### src/hw/ssdm_pkg.sv
// constants and types for the servo status display monitor
package ssdm_pkg;
  localparam int unsigned CLK_HZ = 100_000_000;
  localparam int unsigned BOOT_SYMBOL_MS = 2000;
  localparam int unsigned BOOT_CYCLES = BOOT_SYMBOL_MS * (CLK_HZ / 1000);
  localparam int unsigned SAMPLE_US = 1000;
  localparam int unsigned SAMPLE_CYCLES = SAMPLE_US * (CLK_HZ / 1_000_000);
  localparam int unsigned BUCKET_MS = 1000;
  localparam int unsigned SAMPLES_PER_BUCKET = BUCKET_MS * 1000 / SAMPLE_US;
  localparam int unsigned LOAD_WINDOW_S = 15;
  localparam int unsigned LOAD_BUCKETS = LOAD_WINDOW_S * 1000 / BUCKET_MS;
  localparam int FB_UPPER = 2000000000;
  localparam int FB_LOWER = -2000000000;
  localparam int FB_SHIFT = 500000000;
  localparam int SHOW_LIMIT = 999999;
  localparam int FOLD_LOW = 100000;
  localparam int FOLD_HIGH = 10000;
  localparam int HIGH_UNIT = 100;
  localparam int SPEED_LIMIT = 5400;
  localparam int PEAK_LIMIT = 400;
  localparam logic [7:0] LINK_WAIT = 8'hab;
  localparam logic [7:0] LINK_INIT_A = 8'hac;
  localparam logic [7:0] LINK_INIT_B = 8'had;
  localparam logic [7:0] LINK_RUN = 8'hc0;
  localparam logic [4:0] DP_NEGATIVE = 5'h1e;
  typedef enum logic [3:0] {
    VIEW_TARGET, VIEW_REMAIN, VIEW_ENTRY, VIEW_FEEDBACK, VIEW_SPEED,
    VIEW_DROOP, VIEW_CMD_PULSE, VIEW_EFF_LOAD, VIEW_PEAK_LOAD, VIEW_TORQUE,
    VIEW_TURN_LOW, VIEW_TURN_HIGH, VIEW_TURN_COUNT, VIEW_LINK
  } ssdm_view_e;
  localparam ssdm_view_e VIEW_RESET = VIEW_FEEDBACK;
  typedef enum logic [1:0] {
    LINK_PH_WAIT, LINK_PH_INIT_A, LINK_PH_INIT_B, LINK_PH_RUN
  } ssdm_link_e;
endpackage

### src/hw/ssdm_load_if.sv
// torque sample in, windowed load ratios out
`timescale 1ns/10ps
`default_nettype none
interface ssdm_load_if;
  logic [8:0] torque;
  logic [8:0] eff_pct;
  logic [8:0] peak_pct;
  modport mon(input torque, output eff_pct, output peak_pct);
  modport ctl(output torque, input eff_pct, input peak_pct);
endinterface
`default_nettype wire

### src/hw/ssdm_load.sv
// sliding-window effective and peak load ratio
`timescale 1ns/10ps
`default_nettype none
module ssdm_load #(
  parameter int unsigned SAMPLE_CYCLES = ssdm_pkg::SAMPLE_CYCLES,
  parameter int unsigned SAMPLES_PER_BUCKET = ssdm_pkg::SAMPLES_PER_BUCKET,
  parameter int unsigned BUCKETS = ssdm_pkg::LOAD_BUCKETS
) (
  input wire logic clk,
  input wire logic resetn,
  ssdm_load_if.mon lif
);
  logic [31:0] div_reg;
  logic [31:0] nsamp_reg;
  logic [31:0] sq_acc_reg;
  logic [8:0] pk_acc_reg;
  logic [17:0] ms_reg [BUCKETS];
  logic [8:0] pk_reg [BUCKETS];
  logic [$clog2(BUCKETS)-1:0] idx_reg;
  logic [8:0] eff_reg;
  logic [8:0] peak_reg;
  logic tick;
  logic [17:0] sq;
  logic [31:0] sq_total;
  logic [8:0] pk_total;
  logic [23:0] ms_sum;
  logic [8:0] pk_max;

  function automatic logic [8:0] isqrt(input logic [17:0] x);
    logic [8:0] r;
    logic [8:0] t;
    r = '0;
    for (int i = 8; i >= 0; i--) begin
      t = r | (9'h1 << i);
      if (({9'h0, t} * {9'h0, t}) <= x) r = t;
    end
    return r;
  endfunction

  assign tick = (div_reg == 32'(SAMPLE_CYCLES - 1));
  assign sq = {9'h0, lif.torque} * {9'h0, lif.torque};
  assign sq_total = sq_acc_reg + {14'h0, sq};
  assign pk_total = (lif.torque > pk_acc_reg) ? lif.torque : pk_acc_reg;

  always_ff @(posedge clk or negedge resetn) begin
    if (!resetn) div_reg <= '0;
    else div_reg <= tick ? '0 : div_reg + 32'h1;
  end

  // one bucket per second, oldest overwritten
  always_ff @(posedge clk or negedge resetn) begin
    if (!resetn) begin
      nsamp_reg <= '0;
      sq_acc_reg <= '0;
      pk_acc_reg <= '0;
      idx_reg <= '0;
      for (int i = 0; i < BUCKETS; i++) begin
        ms_reg[i] <= '0;
        pk_reg[i] <= '0;
      end
    end else if (tick) begin
      if (nsamp_reg == 32'(SAMPLES_PER_BUCKET - 1)) begin
        ms_reg[idx_reg] <= 18'(sq_total / 32'(SAMPLES_PER_BUCKET));
        pk_reg[idx_reg] <= pk_total;
        idx_reg <= (idx_reg == ($clog2(BUCKETS))'(BUCKETS - 1)) ? '0 : idx_reg + 1'b1;
        nsamp_reg <= '0;
        sq_acc_reg <= '0;
        pk_acc_reg <= '0;
      end else begin
        nsamp_reg <= nsamp_reg + 32'h1;
        sq_acc_reg <= sq_total;
        pk_acc_reg <= pk_total;
      end
    end
  end

  always_comb begin
    ms_sum = '0;
    pk_max = '0;
    for (int i = 0; i < BUCKETS; i++) begin
      ms_sum = ms_sum + {6'h0, ms_reg[i]};
      if (pk_reg[i] > pk_max) pk_max = pk_reg[i];
    end
  end

  // rms of percent of rated torque, so rated reads 100
  always_ff @(posedge clk or negedge resetn) begin
    if (!resetn) begin
      eff_reg <= '0;
      peak_reg <= '0;
    end else begin
      eff_reg <= isqrt(18'(ms_sum / 24'(BUCKETS))); // RULE_16
      peak_reg <= (pk_max > 9'(ssdm_pkg::PEAK_LIMIT)) ? 9'(ssdm_pkg::PEAK_LIMIT) : pk_max; // RULE_17
    end
  end

  assign lif.eff_pct = eff_reg;
  assign lif.peak_pct = peak_reg;
endmodule
`default_nettype wire

### src/hw/ssdm_top.sv
// status display monitor: counters, view selection, value folding
// Behaviour
// RULE_01 - count encoder feedback pulses into a signed cumulative counter, shown to 999999
// RULE_02 - feedback display digits restart from zero beyond 99999
// RULE_03 - set key while feedback value is shown clears its display value
// RULE_04 - internal counter above 2000000000 has 500000000 subtracted
// RULE_05 - internal counter below -2000000000 has 500000000 added
// RULE_06 - droop pulses shown within 99999, digits restarting beyond
// RULE_07 - within-turn low position shown in pulses, restarting past 99999
// RULE_08 - within-turn high position in 100 pulse units, restarting past 9999
// RULE_09 - absolute turn count shown signed, -32768 to 32767
// RULE_10 - executing table entry shown, 0 to 31
// RULE_11 - link state codes ab, ac/ad, c0 plus separate alarm stop flag
// RULE_12 - at power-on show chosen symbol 2 s then its value
// RULE_13 - selected quantity shows symbol; set key switches to value
// RULE_14 - negative feedback, droop or command pulse values light points 2 to 5
// RULE_15 - while stopped remaining view shows next feed, within 999999
// RULE_16 - effective load is rms over past 15 s, rated torque reads 100
// RULE_17 - peak load holds maximum over past 15 s, up to 400
// RULE_18 - speed shown signed, limited to 5400
// RULE_19 - mode key advances view cyclically, last wraps to first
`timescale 1ns/10ps
`default_nettype none
module ssdm_top #(
  parameter int unsigned BOOT_CYCLES = ssdm_pkg::BOOT_CYCLES,
  parameter int unsigned SAMPLE_CYCLES = ssdm_pkg::SAMPLE_CYCLES,
  parameter int unsigned SAMPLES_PER_BUCKET = ssdm_pkg::SAMPLES_PER_BUCKET,
  parameter int unsigned LOAD_BUCKETS = ssdm_pkg::LOAD_BUCKETS
) (
  input wire logic clk,
  input wire logic resetn,
  input wire logic fb_pulse,
  input wire logic fb_up,
  input wire logic signed [31:0] droop_count,
  input wire logic signed [31:0] cmd_pulse_sum,
  input wire logic signed [31:0] target_pos,
  input wire logic signed [31:0] remaining_dist,
  input wire logic signed [31:0] next_feed,
  input wire logic axis_stopped,
  input wire logic [4:0] table_entry,
  input wire logic signed [15:0] speed_rpm,
  input wire logic [8:0] torque_pct,
  input wire logic [31:0] turn_pos,
  input wire logic signed [15:0] turn_count,
  input wire logic [1:0] link_phase,
  input wire logic link_alarm,
  input wire logic key_set,
  input wire logic key_mode,
  input wire logic [3:0] init_view,
  output logic show_value,
  output logic [3:0] view_sel,
  output logic [19:0] disp_mag,
  output logic disp_neg,
  output logic [4:0] disp_dp,
  output logic [7:0] link_code,
  output logic link_alarm_stop,
  output logic signed [31:0] fb_count
);
  ssdm_pkg::ssdm_view_e view_reg;
  ssdm_pkg::ssdm_view_e mag_view_reg;
  logic first_reg;
  logic boot_reg;
  logic [31:0] boot_cnt_reg;
  logic show_reg;
  logic signed [31:0] fb_cnt_reg;
  logic signed [31:0] fb_cnt_next;
  logic signed [31:0] fb_disp_reg;
  logic signed [31:0] fb_disp_next;
  logic signed [31:0] step;
  logic [19:0] mag_reg;
  logic [19:0] mag_next;
  logic neg_reg;
  logic neg_next;
  logic [4:0] dp_reg;
  logic [4:0] dp_next;
  logic [7:0] link_code_reg;
  logic alarm_reg;
  logic signed [31:0] cl_val;
  logic boot_done;
  logic keys_live;
  logic fb_clear;
  ssdm_load_if lif();

  function automatic logic signed [31:0] clamp(input logic signed [31:0] v, input int lim);
    if (v > lim) return lim;
    if (v < -lim) return -lim;
    return v;
  endfunction

  function automatic logic [31:0] absv(input logic signed [31:0] v);
    return v[31] ? 32'(-v) : 32'(v);
  endfunction

  function automatic logic [19:0] fold(input logic [31:0] m, input int n);
    return 20'(m % 32'(n));
  endfunction

  function automatic logic signed [31:0] sext16(input logic signed [15:0] v);
    return {{16{v[15]}}, v};
  endfunction

  ssdm_load #(
    .SAMPLE_CYCLES(SAMPLE_CYCLES),
    .SAMPLES_PER_BUCKET(SAMPLES_PER_BUCKET),
    .BUCKETS(LOAD_BUCKETS)
  ) u_load (
    .clk(clk),
    .resetn(resetn),
    .lif(lif.mon)
  );

  assign lif.torque = torque_pct;

  // power-on: one cycle to catch the chosen view, then symbol hold
  assign boot_done = boot_reg && (boot_cnt_reg == 32'(BOOT_CYCLES - 1));
  assign keys_live = !first_reg;
  assign fb_clear = keys_live && key_set && !key_mode && show_reg &&
                    (view_reg == ssdm_pkg::VIEW_FEEDBACK);

  always_ff @(posedge clk or negedge resetn) begin
    if (!resetn) first_reg <= 1'b1;
    else first_reg <= 1'b0;
  end

  always_ff @(posedge clk or negedge resetn) begin
    if (!resetn) begin
      boot_reg <= 1'b1;
      boot_cnt_reg <= '0;
    end else if (boot_reg) begin
      if (keys_live && (key_set || key_mode)) boot_reg <= 1'b0;
      else if (boot_done) boot_reg <= 1'b0; // RULE_12
      else boot_cnt_reg <= boot_cnt_reg + 32'h1;
    end
  end

  // symbol first after every selection, value on set
  always_ff @(posedge clk or negedge resetn) begin
    if (!resetn) begin
      show_reg <= 1'b0;
    end else if (keys_live && key_mode) begin
      show_reg <= 1'b0; // RULE_13
    end else if (keys_live && key_set && !show_reg) begin
      show_reg <= 1'b1; // RULE_13
    end else if (boot_done) begin
      show_reg <= 1'b1; // RULE_12
    end
  end

  always_ff @(posedge clk or negedge resetn) begin
    if (!resetn) begin
      view_reg <= ssdm_pkg::VIEW_RESET;
    end else if (first_reg) begin
      if (init_view <= 4'(ssdm_pkg::VIEW_LINK)) view_reg <= ssdm_pkg::ssdm_view_e'(init_view);
      else view_reg <= ssdm_pkg::VIEW_RESET;
    end else if (key_mode) begin
      if (view_reg == ssdm_pkg::VIEW_LINK) view_reg <= ssdm_pkg::VIEW_TARGET; // RULE_19
      else view_reg <= ssdm_pkg::ssdm_view_e'(view_reg + 4'h1); // RULE_19
    end
  end

  // feedback counters: bounded internal count and a clearable display count
  always_comb begin
    step = fb_up ? 32'sh1 : -32'sh1;
    fb_cnt_next = fb_cnt_reg;
    fb_disp_next = fb_disp_reg;
    if (fb_pulse) begin
      fb_cnt_next = fb_cnt_reg + step; // RULE_01
      fb_disp_next = fb_disp_reg + step; // RULE_01
    end
    if (fb_cnt_next > ssdm_pkg::FB_UPPER) begin
      fb_cnt_next = fb_cnt_next - ssdm_pkg::FB_SHIFT; // RULE_04
    end else if (fb_cnt_next < ssdm_pkg::FB_LOWER) begin
      fb_cnt_next = fb_cnt_next + ssdm_pkg::FB_SHIFT; // RULE_05
    end
    if (absv(fb_disp_next) > 32'(ssdm_pkg::SHOW_LIMIT)) fb_disp_next = '0; // RULE_01
    if (fb_clear) fb_disp_next = '0; // RULE_03
  end

  always_ff @(posedge clk or negedge resetn) begin
    if (!resetn) begin
      fb_cnt_reg <= '0;
      fb_disp_reg <= '0;
    end else begin
      fb_cnt_reg <= fb_cnt_next;
      fb_disp_reg <= fb_disp_next;
    end
  end

  // value for the selected view, folded or limited to its digit range
  always_comb begin
    mag_next = '0;
    neg_next = 1'b0;
    dp_next = '0;
    cl_val = '0;
    case (view_reg)
      ssdm_pkg::VIEW_TARGET: begin
        cl_val = clamp(target_pos, ssdm_pkg::SHOW_LIMIT);
        mag_next = 20'(absv(cl_val));
        neg_next = cl_val[31];
      end
      ssdm_pkg::VIEW_REMAIN: begin
        if (axis_stopped) cl_val = clamp(next_feed, ssdm_pkg::SHOW_LIMIT); // RULE_15
        else cl_val = clamp(remaining_dist, ssdm_pkg::SHOW_LIMIT);
        mag_next = 20'(absv(cl_val));
        neg_next = cl_val[31];
      end
      ssdm_pkg::VIEW_ENTRY: begin
        mag_next = {15'h0, table_entry}; // RULE_10
      end
      ssdm_pkg::VIEW_FEEDBACK: begin
        mag_next = fold(absv(fb_disp_reg), ssdm_pkg::FOLD_LOW); // RULE_02
        neg_next = fb_disp_reg[31];
        dp_next = neg_next ? ssdm_pkg::DP_NEGATIVE : 5'h00; // RULE_14
      end
      ssdm_pkg::VIEW_SPEED: begin
        cl_val = clamp(sext16(speed_rpm), ssdm_pkg::SPEED_LIMIT); // RULE_18
        mag_next = 20'(absv(cl_val));
        neg_next = cl_val[31];
      end
      ssdm_pkg::VIEW_DROOP: begin
        mag_next = fold(absv(droop_count), ssdm_pkg::FOLD_LOW); // RULE_06
        neg_next = droop_count[31];
        dp_next = neg_next ? ssdm_pkg::DP_NEGATIVE : 5'h00; // RULE_14
      end
      ssdm_pkg::VIEW_CMD_PULSE: begin
        mag_next = fold(absv(cmd_pulse_sum), ssdm_pkg::FOLD_LOW);
        neg_next = cmd_pulse_sum[31];
        dp_next = neg_next ? ssdm_pkg::DP_NEGATIVE : 5'h00; // RULE_14
      end
      ssdm_pkg::VIEW_EFF_LOAD: begin
        mag_next = {11'h0, lif.eff_pct}; // RULE_16
      end
      ssdm_pkg::VIEW_PEAK_LOAD: begin
        mag_next = {11'h0, lif.peak_pct}; // RULE_17
      end
      ssdm_pkg::VIEW_TORQUE: begin
        if (torque_pct > 9'(ssdm_pkg::PEAK_LIMIT)) mag_next = 20'(ssdm_pkg::PEAK_LIMIT);
        else mag_next = {11'h0, torque_pct};
      end
      ssdm_pkg::VIEW_TURN_LOW: begin
        mag_next = fold(turn_pos, ssdm_pkg::FOLD_LOW); // RULE_07
      end
      ssdm_pkg::VIEW_TURN_HIGH: begin
        mag_next = fold(turn_pos / 32'(ssdm_pkg::HIGH_UNIT), ssdm_pkg::FOLD_HIGH); // RULE_08
      end
      ssdm_pkg::VIEW_TURN_COUNT: begin
        cl_val = sext16(turn_count); // RULE_09
        mag_next = 20'(absv(cl_val));
        neg_next = cl_val[31];
      end
      default: begin
        mag_next = '0;
      end
    endcase
  end

  always_ff @(posedge clk or negedge resetn) begin
    if (!resetn) begin
      mag_reg <= '0;
      neg_reg <= 1'b0;
      dp_reg <= '0;
    end else begin
      mag_reg <= mag_next;
      neg_reg <= neg_next;
      dp_reg <= dp_next;
    end
  end

  // link state code and alarm stop flag
  always_ff @(posedge clk or negedge resetn) begin
    if (!resetn) begin
      link_code_reg <= ssdm_pkg::LINK_WAIT;
      alarm_reg <= 1'b0;
    end else begin
      alarm_reg <= link_alarm; // RULE_11
      case (ssdm_pkg::ssdm_link_e'(link_phase))
        ssdm_pkg::LINK_PH_WAIT: link_code_reg <= ssdm_pkg::LINK_WAIT; // RULE_11
        ssdm_pkg::LINK_PH_INIT_A: link_code_reg <= ssdm_pkg::LINK_INIT_A; // RULE_11
        ssdm_pkg::LINK_PH_INIT_B: link_code_reg <= ssdm_pkg::LINK_INIT_B; // RULE_11
        default: link_code_reg <= ssdm_pkg::LINK_RUN; // RULE_11
      endcase
    end
  end

  assign show_value = show_reg;
  assign view_sel = 4'(mag_view_reg);
  assign disp_mag = mag_reg;
  assign disp_neg = neg_reg;
  assign disp_dp = dp_reg;
  assign link_code = link_code_reg;
  assign link_alarm_stop = alarm_reg;
  assign fb_count = fb_cnt_reg;

  // view that the registered value belongs to
  always_ff @(posedge clk or negedge resetn) begin
    if (!resetn) mag_view_reg <= ssdm_pkg::VIEW_RESET;
    else mag_view_reg <= view_reg;
  end

  chk_fb_upper_bound: // RULE_04
  assert property (@(posedge clk) disable iff (!resetn) fb_cnt_reg <= ssdm_pkg::FB_UPPER)
    else $error("internal feedback count above upper bound");

  chk_fb_lower_bound: // RULE_05
  assert property (@(posedge clk) disable iff (!resetn) fb_cnt_reg >= ssdm_pkg::FB_LOWER)
    else $error("internal feedback count below lower bound");

  chk_fb_digit_fold: // RULE_02
  assert property (@(posedge clk) disable iff (!resetn)
    mag_view_reg == ssdm_pkg::VIEW_FEEDBACK |-> disp_mag < 20'(ssdm_pkg::FOLD_LOW))
    else $error("feedback display not folded");

  chk_set_clears_fb: // RULE_03
  assert property (@(posedge clk) disable iff (!resetn)
    fb_clear |=> fb_disp_reg == 0 ##1 (disp_mag == 20'h00000 && !disp_neg))
    else $error("set key did not clear feedback display");

  chk_droop_digit_fold: // RULE_06
  assert property (@(posedge clk) disable iff (!resetn)
    view_reg == ssdm_pkg::VIEW_DROOP && $stable(droop_count) |=>
    disp_mag == 20'(absv($past(droop_count)) % 32'(ssdm_pkg::FOLD_LOW)))
    else $error("droop display wrong");

  chk_turn_high_fold: // RULE_08
  assert property (@(posedge clk) disable iff (!resetn)
    mag_view_reg == ssdm_pkg::VIEW_TURN_HIGH |-> disp_mag < 20'(ssdm_pkg::FOLD_HIGH))
    else $error("within-turn high display not folded");

  chk_speed_limit: // RULE_18
  assert property (@(posedge clk) disable iff (!resetn)
    mag_view_reg == ssdm_pkg::VIEW_SPEED |-> disp_mag <= 20'(ssdm_pkg::SPEED_LIMIT))
    else $error("speed display above limit");

  chk_neg_points: // RULE_14
  assert property (@(posedge clk) disable iff (!resetn)
    (mag_view_reg inside {ssdm_pkg::VIEW_FEEDBACK, ssdm_pkg::VIEW_DROOP,
     ssdm_pkg::VIEW_CMD_PULSE}) |-> (disp_dp == (disp_neg ? ssdm_pkg::DP_NEGATIVE : 5'h00)))
    else $error("negative decimal points wrong");

  chk_link_wait_code: // RULE_11
  assert property (@(posedge clk) disable iff (!resetn)
    link_phase == 2'(ssdm_pkg::LINK_PH_WAIT) |=> link_code == ssdm_pkg::LINK_WAIT)
    else $error("waiting link code wrong");

  chk_mode_wraps: // RULE_19
  assert property (@(posedge clk) disable iff (!resetn)
    keys_live && key_mode && view_reg == ssdm_pkg::VIEW_LINK |=>
    view_reg == ssdm_pkg::VIEW_TARGET && !show_value)
    else $error("mode key did not wrap to first view");

  chk_set_shows_value: // RULE_13
  assert property (@(posedge clk) disable iff (!resetn)
    keys_live && key_set && !key_mode && !show_value |=> show_value)
    else $error("set key did not show value");

  chk_entry_range: // RULE_10
  assert property (@(posedge clk) disable iff (!resetn)
    mag_view_reg == ssdm_pkg::VIEW_ENTRY |-> disp_mag <= 20'h0001f)
    else $error("table entry out of range");
endmodule
`default_nettype wire

### config.mk
export PLATFORM = sky130hd
export DESIGN_NAME = ssdm_top
export DESIGN_NICKNAME = d
export VERILOG_FILES = /design/src/hw/ssdm_pkg.sv /design/src/hw/ssdm_load_if.sv /design/src/hw/ssdm_load.sv /design/src/hw/ssdm_top.sv
export SDC_FILE = /design/constraint.sdc
export NUM_CORES = 2
export LEC_CHECK = 0
export BUFFER_PORTS_ARGS = -buffer_cell sky130_fd_sc_hd__buf_2
export CORE_AREA = 3 3 365 367
export CTS_CLUSTER_DIAMETER = 30
export DETAILED_ROUTE_END_ITERATION = 8
export DIE_AREA = 0 0 368 370
export PLACE_DENSITY = 0.83
export SLEW_MARGIN = 20
export SYNTH_ARGS = -nofsm -noshare
export SYNTH_HDL_FRONTEND = slang
export SYNTH_HIERARCHICAL = 1
export SYNTH_SLANG_ARGS = --single-unit
### constraint.sdc
create_clock -name clk -period 70.4 [get_ports clk]
set_input_delay 14.08 -clock clk [delete_from_list [all_inputs] [get_ports clk]]
set_output_delay 14.08 -clock clk [all_outputs]
set_load 0.05 [all_outputs]
* Word-level counts from Yosys, hierarchy flattened
Cells that the tools add are included.
Storage, ports and cells: bits of input ports 252, logic and storage cells 295, flip-flop bits (word level) 674, output and inout bits 72
Operators by class: $add $sub $neg 32, multiply operators 9, bitwise logic cells 3, equal/unequal tests 19, divide/modulo/power cells 8, mux-type cells 114, $lt $le $gt $ge 41, reductions and logical operators 19
Operators with widths (count):
- two-way mux 32 bit | 34
- adder 24 x 18 -> 24 bit | 13
- bitwise mux 270 bit | 1
- one-hot mux 20 bit (13 select lines) | 1
- two-way mux 9 bit | 21
- multiplier 9 x 9 -> 18 bit | 9
- less-or-equal comparator 18 bit | 8
- bitwise mux 135 bit | 1
- greater-than comparator 9 bit | 15
- remainder unit 32 x 17 -> 32 bit, second input constant | 4
- negation 32 bit | 4
- adder 32 x 1 -> 32 bit, second input constant | 3
- greater-than comparator 32 x 21 -> 1 bit, second input constant | 3
- < comparator 32 x 21 -> 1 bit, second input constant | 3
- two-way mux 20 bit | 4
- demux 18 bit (select 4 bit) | 1
- adder 32 bit | 2
- negation 20 bit | 3
- demux 9 bit (select 4 bit) | 1
- adder 32 x 18 -> 32 bit | 1
- adder 32 x 30 -> 32 bit, second input constant | 1
- divider 32 x 10 -> 32 bit, second input constant | 1
- divider 32 x 7 -> 32 bit, second input constant | 1
- equality test 32 x 10 -> 1 bit, second input constant | 1
- other kinds (48) | 109

* Depth between registers and ports, before layout
depth in word-level cells 41, gate-level depth with buffers 221, gate-level depth less buffers 214

* Hierarchy
The synthesis kept the hierarchy.
By module, submodules not included:
- ssdm_load | area each 50168.1 um^2, seq. area each 13312.8 um^2, cells an instance 5744, times used 1
- ssdm_top | area each 34102.7 um^2, seq. area each 3389.5 um^2, cells an instance 4905, times used 1

* Worst setup path after synthesis
No wires, ideal clock.
kind flip-flop to flip-flop, start point register u_load/ms_reg[110] (netlist name), end point register u_load.eff_reg[0], in the netlist u_load/lif.eff_pct[0], arrival time 48.533 ns, period minus slack after synthesis 48.654 ns, required time 70.280 ns, setup time 0.120 ns, path buffers 3, setup slack 21.746 ns, cell stages (with the launch flop) 208, path through dfrtp_1 -> fa_1 -> inv_1 -> fa_1 -> inv_1 -> fa_1 -> fa_1 -> fa_1 -> inv_1 -> fa_1 -> inv_1 -> ha_1 -> a21o_1 -> a21oi_1 -> o21ai_0 -> a21oi_1 -> o21ai_0 -> a21oi_1 -> (+172 left out) -> a21o_1 -> a21oi_1 -> o21bai_1 -> a21oi_1 -> o21bai_1 -> a21oi_1 -> o21bai_1 -> a21oi_1 -> o21bai_1 -> a21oi_1 -> o21bai_1 -> a21oi_1 -> xnor2_1 -> ha_1 -> nand4_1 -> nor2_1 -> a221oi_1 -> a41o_1
Between the ends: longest elaborated chain between the ends 34
Ends and longest elaborated chain:
- start: declaration | RTL line ssdm_load.sv:17 | logic [17:0] ms_reg [BUCKETS];
- start signal: indexed assignment | RTL line ssdm_load.sv:63 | ms_reg[idx_reg] <= 18'(sq_total / 32'(SAMPLES_PER_BUCKET));
- adder 24 x 18 -> 24 bit * (7 in series) | RTL line ssdm_load.sv:81 | ms_sum = ms_sum + {6'h0, ms_reg[i]};
- divider 24 x 4 -> 24 bit * | RTL line ssdm_load.sv:92 | eff_reg <= isqrt(18'(ms_sum / 24'(BUCKETS)));
- less-or-equal comparator 17 x 18 -> 1 bit | RTL line ssdm_load.sv:35 | if (({9'h0, t} * {9'h0, t}) <= x) r = t;
- two-way mux 9 bit | RTL line ssdm_load.sv:35
- multiplier 9 x 9 -> 18 bit | RTL line ssdm_load.sv:35
- less-or-equal comparator 18 bit | RTL line ssdm_load.sv:35
- two-way mux 8 bit | RTL line ssdm_load.sv:35
- multiplier 9 x 9 -> 18 bit | RTL line ssdm_load.sv:35
- (+12 left out)
- less-or-equal comparator 18 bit | RTL line ssdm_load.sv:35
- two-way mux 3 bit | RTL line ssdm_load.sv:35
- multiplier 9 x 9 -> 18 bit | RTL line ssdm_load.sv:35
- less-or-equal comparator 18 bit | RTL line ssdm_load.sv:35
- two-way mux 2 bit | RTL line ssdm_load.sv:35
- multiplier 9 x 9 -> 18 bit | RTL line ssdm_load.sv:35
- less-or-equal comparator 18 bit * | RTL line ssdm_load.sv:35
- two-way mux 1 bit * | RTL line ssdm_load.sv:35
- end signal: assignment | RTL line ssdm_load.sv:92
- end: declaration | RTL line ssdm_load.sv:20 | logic [8:0] eff_reg;
Mark *: on every way between the ends. The rest lies on a longest branch, timed or not. A chain may end at the register's enable or synchronous reset.

* Worst setup path in the final report
start point register u_load/ms_reg[56] (netlist name), end point register u_load.eff_reg[0], in the netlist u_load/lif.eff_pct[0]
Between the ends: longest elaborated chain between the ends 31
Ends and longest elaborated chain (RTL line):
- adder 24 x 18 -> 24 bit * (4 in series) | ssdm_load.sv:81
- divider 24 x 4 -> 24 bit * | ssdm_load.sv:92
- less-or-equal comparator 17 x 18 -> 1 bit | ssdm_load.sv:35
- two-way mux 9 bit | ssdm_load.sv:35
- multiplier 9 x 9 -> 18 bit | ssdm_load.sv:35
- less-or-equal comparator 18 bit | ssdm_load.sv:35
- two-way mux 8 bit | ssdm_load.sv:35
- multiplier 9 x 9 -> 18 bit | ssdm_load.sv:35
- (+12 left out)
- less-or-equal comparator 18 bit | ssdm_load.sv:35
- two-way mux 3 bit | ssdm_load.sv:35
- multiplier 9 x 9 -> 18 bit | ssdm_load.sv:35
- less-or-equal comparator 18 bit | ssdm_load.sv:35
- two-way mux 2 bit | ssdm_load.sv:35
- multiplier 9 x 9 -> 18 bit | ssdm_load.sv:35
- less-or-equal comparator 18 bit * | ssdm_load.sv:35
- two-way mux 1 bit * | ssdm_load.sv:35
Marked as above.

==> impl_metrics.yaml <==
outcome:
  run_status: "complete, no violations"
placement:
  hpwl_after_detailed_placement_um: 212000
  port_buffers: 320
  gpl.final_weighted_congestion: 1.03
  post-place-cells: 12400
floorplanning:
  row_count: 132
  die_area_um2: 136000
  core-area_um2: 130000
  die_x_um: 368
  fp.dieH_um: 370
  start_util_pct: 64.9
  io_pins: 324
finish:
  drive_gt1_share_pct: 10.6
  syn2layout_area_growth_pct: 10.3
  finish.net_count: 11900
  largest_register_ff_count: 270
  final_cell_count_no_fill: 12700
  filler_cell_count: 9981
timing:
  finalHoldViolCount: 0
  min_period_over_period_pct: 74.7
  timing.clock.skew_ps: 96.5
  clock.fmax_mhz: 19.0
  period_minus_slack_ps: 52580
  slew_violations: 0
  hold_slack_ps: 475
  fin_setup_tns_ps: 0
  rsz0062_at_grt: "false"
  worst-slew-pin-transition_ps: 1210
  timing.slew.headroom_pct: 17.2
  setup_viol: 0
clocking:
  numCtsBuffers: 154
  clock-sinks: 667
  cts.path.max_buffers: 3
  holdBufCountCts: 0
  cts_tree: "yes"
  clock_tree.htree_level_count: 4
  insertion_delay_ps: 820
  postCtsSetupBuffers: 0
  clk_root_buffer_cell: "sky130_fd_sc_hd__clkbuf_16"
  clk_pin_slew_worst_paths_ps: 50
  cts_resized: 0
critical_path:
  critPathMaxFanout: 20
  r2r_setup_slack_ps: 17820
  reg2reg_depth: 209
  critical_path.slowest_cell: "sky130_fd_sc_hd__o311ai_0"
  startpoint_type: "register"
  r2r-start: "u_load/ms_reg[56]$_DFFE_PN0P_"
  cp_data_required_time_ps: 71020
  critical_path_arrival_ps: 53200
  critPathMaxStageDelay_ps: 760
  timing.critical_path.mode_cell: "sky130_fd_sc_hd__a21oi_1"
  end_kind: "register"
  crit-reg2reg-capture: "u_load/lif.eff_pct[0]$_DFF_PN0_"
  path_class: "reg2reg"
global_route:
  grt_start_max_net_pins: 87
  vias_in_the_first_global_route: 84900
  grt_antenna_before_repair: 31
  wire_length_of_the_first_global_routing_pass_um: 455000
  globalRouteOverflowTotal: 0
  gr-usage-all-layers_pct: 41.0
routing:
  postRouteAntennaNets: 0
  post_drt_wl_per_cell_um: 22.8
  routed_wl_um: 289000
  route.detailed.vias_per_inst: 6.82
  drtIter0Drc: 9407
  drcViolationCount: 0
  via_count: 86500
  drtPass1Iterations: 6
hold_path:
  hold-path-cell-count: 1
  launch_point_of_the_worst_hold_path: "boot_cnt_reg[8]$_DFFE_PN0P_"
  hold_class: "reg2reg"
  hold_path_end: "boot_cnt_reg[8]$_DFFE_PN0P_"
synth:
  netlist.area_leader.share_pct: 19.5
  yosysTopAreaCell: "sky130_fd_sc_hd__dfrtp_1"
  postSynth.asyncResetShare_pct: 100
  synth.avg_cell_area_um2: 7.91
  ys_seq_elements: 667
  number_of_flops_mapped_to_enable_cells_by_yosys: 0
  synth-main-ff-cell: "sky130_fd_sc_hd__dfrtp_1"
  synth.yosys.seq_area_share_pct: 19.8
  netlist_top_cells_area: "sky130_fd_sc_hd__dfrtp_1, sky130_fd_sc_hd__fa_1, sky130_fd_sc_hd__ha_1"
  synthMostInstantiatedCell: "sky130_fd_sc_hd__nand2_1"
  synth_top_cells_by_count: "sky130_fd_sc_hd__nand2_1, sky130_fd_sc_hd__o21ai_0, sky130_fd_sc_hd__inv_1"
  post_synth_instance_area_um2: 84300
  ys_warn_count: 6
  synth_cells: 10600
  synthDistinctLibCells: 168
job:
  cap_viol_max_count: 0
-- critical path: cells and delay by family, from the launching register on --
| family | cells | cell delay (ps) |
|---|---|---|
| AOI/OAI and AO/OA | 87 | 20450 |
| xor gates and xnor gates | 12 | 1940 |
| adders and majority gates | 44 | 17610 |
| buffers and inverters | 27 | 3970 |
| DFF | 1 | 350 |
| muxes | 3 | 1010 |
| and+or+nand+nor | 36 | 6940 |
-- routing by layer --
| metal | share of wire (%) | vias to the layer above | track usage (%) | wire (µm) |
|---|---|---|---|---|
| met1 | 38 | 41700 | 50.4 | 110000 |
| li1 | - | 39000 | - | - |
| met2 | 46 | 4668 | 66.8 | 133000 |
| met3 | 9.0 | 1144 | 7.55 | 26200 |
| met4 | 6.9 | 10 | 25.8 | 20000 |
| met5 | 0.023 | - | 0 | 67 |
-- final cells by class --
type | instances | area (µm²) | share of cell area, %
Timing Repair Buffer | 418 | 2350 | 2.52
Clock buffer | 181 | 4130 | 4.44
Clock inverter | 108 | 1710 | 1.84
Antenna cell | 29 | 72.6 | 0.0781
Inverter | 801 | 3010 | 3.23
Multi-Input combinational cell | 8739 | 62800 | 67.6
Tap cell | 1742 | 2180 | 2.34
Sequential cell | 667 | 16700 | 18.0
-- worst max-delay path by stage --
stage                     slack, ps  cells after the start                              end                      startpoint
after floorplan               21750                    207  u_load/lif.eff_pct[0]$_DFF_PN0_  u_load/ms_reg[110]$_DFFE_PN0P_
after global placement        20640                    210  u_load/lif.eff_pct[0]$_DFF_PN0_  u_load/ms_reg[110]$_DFFE_PN0P_
after detailed placement      18950                    210  u_load/lif.eff_pct[0]$_DFF_PN0_  u_load/ms_reg[110]$_DFFE_PN0P_
after CTS                     18850                    211  u_load/lif.eff_pct[0]$_DFF_PN0_   u_load/ms_reg[56]$_DFFE_PN0P_
after global routing          14550                    209  u_load/lif.eff_pct[0]$_DFF_PN0_   u_load/ms_reg[56]$_DFFE_PN0P_
final                         17820                    209  u_load/lif.eff_pct[0]$_DFF_PN0_   u_load/ms_reg[56]$_DFFE_PN0P_
-- through the flow --
step,worst slack [ps],instance area (µm²),util [%]
after CTS,18850,92900,71.5
final,17820,93000,71.6
after floorplan,21750,84300,-
after detailed placement,18950,87000,67.0
after global placement,20640,87000,67.0
after global routing,14550,92900,71.6
-- kinds of logic (layout without fill, tap and decap cells) --
group                    Yosys count  after routing  share of synthesized area (%)
multiplexers                     299            299                           3.74
AND/OR/NAND/NOR                 3609           3609                           21.0
other                              2             33                        0.00891
buffers and inverters           1245           1508                           5.95
AO/OA/AOI/OAI                   3246           3246                           26.2
adder cells (fa/ha/maj)          859            859                           15.7
XOR/XNOR                         722            722                           7.55
flip-flops                       667            667                           19.8
-- placed cells by master, fill, tap and decap left out, types with 319 or more instances in the layout --
| master | count |
|---|---|
| sky130_fd_sc_hd__nand2_1 | 1139 |
| sky130_fd_sc_hd__o21ai_0 | 840 |
| sky130_fd_sc_hd__inv_1 | 795 |
| sky130_fd_sc_hd__nor2_1 | 771 |
| sky130_fd_sc_hd__dfrtp_1 | 658 |
| sky130_fd_sc_hd__a21oi_1 | 606 |
| sky130_fd_sc_hd__ha_1 | 488 |
| sky130_fd_sc_hd__xnor2_1 | 479 |
| sky130_fd_sc_hd__fa_1 | 338 |
| sky130_fd_sc_hd__buf_2 | 319 |
Power is left out: the tool's default activity adds up to more than one toggle a clock period on the data nets, which glitch-free logic cannot reach.
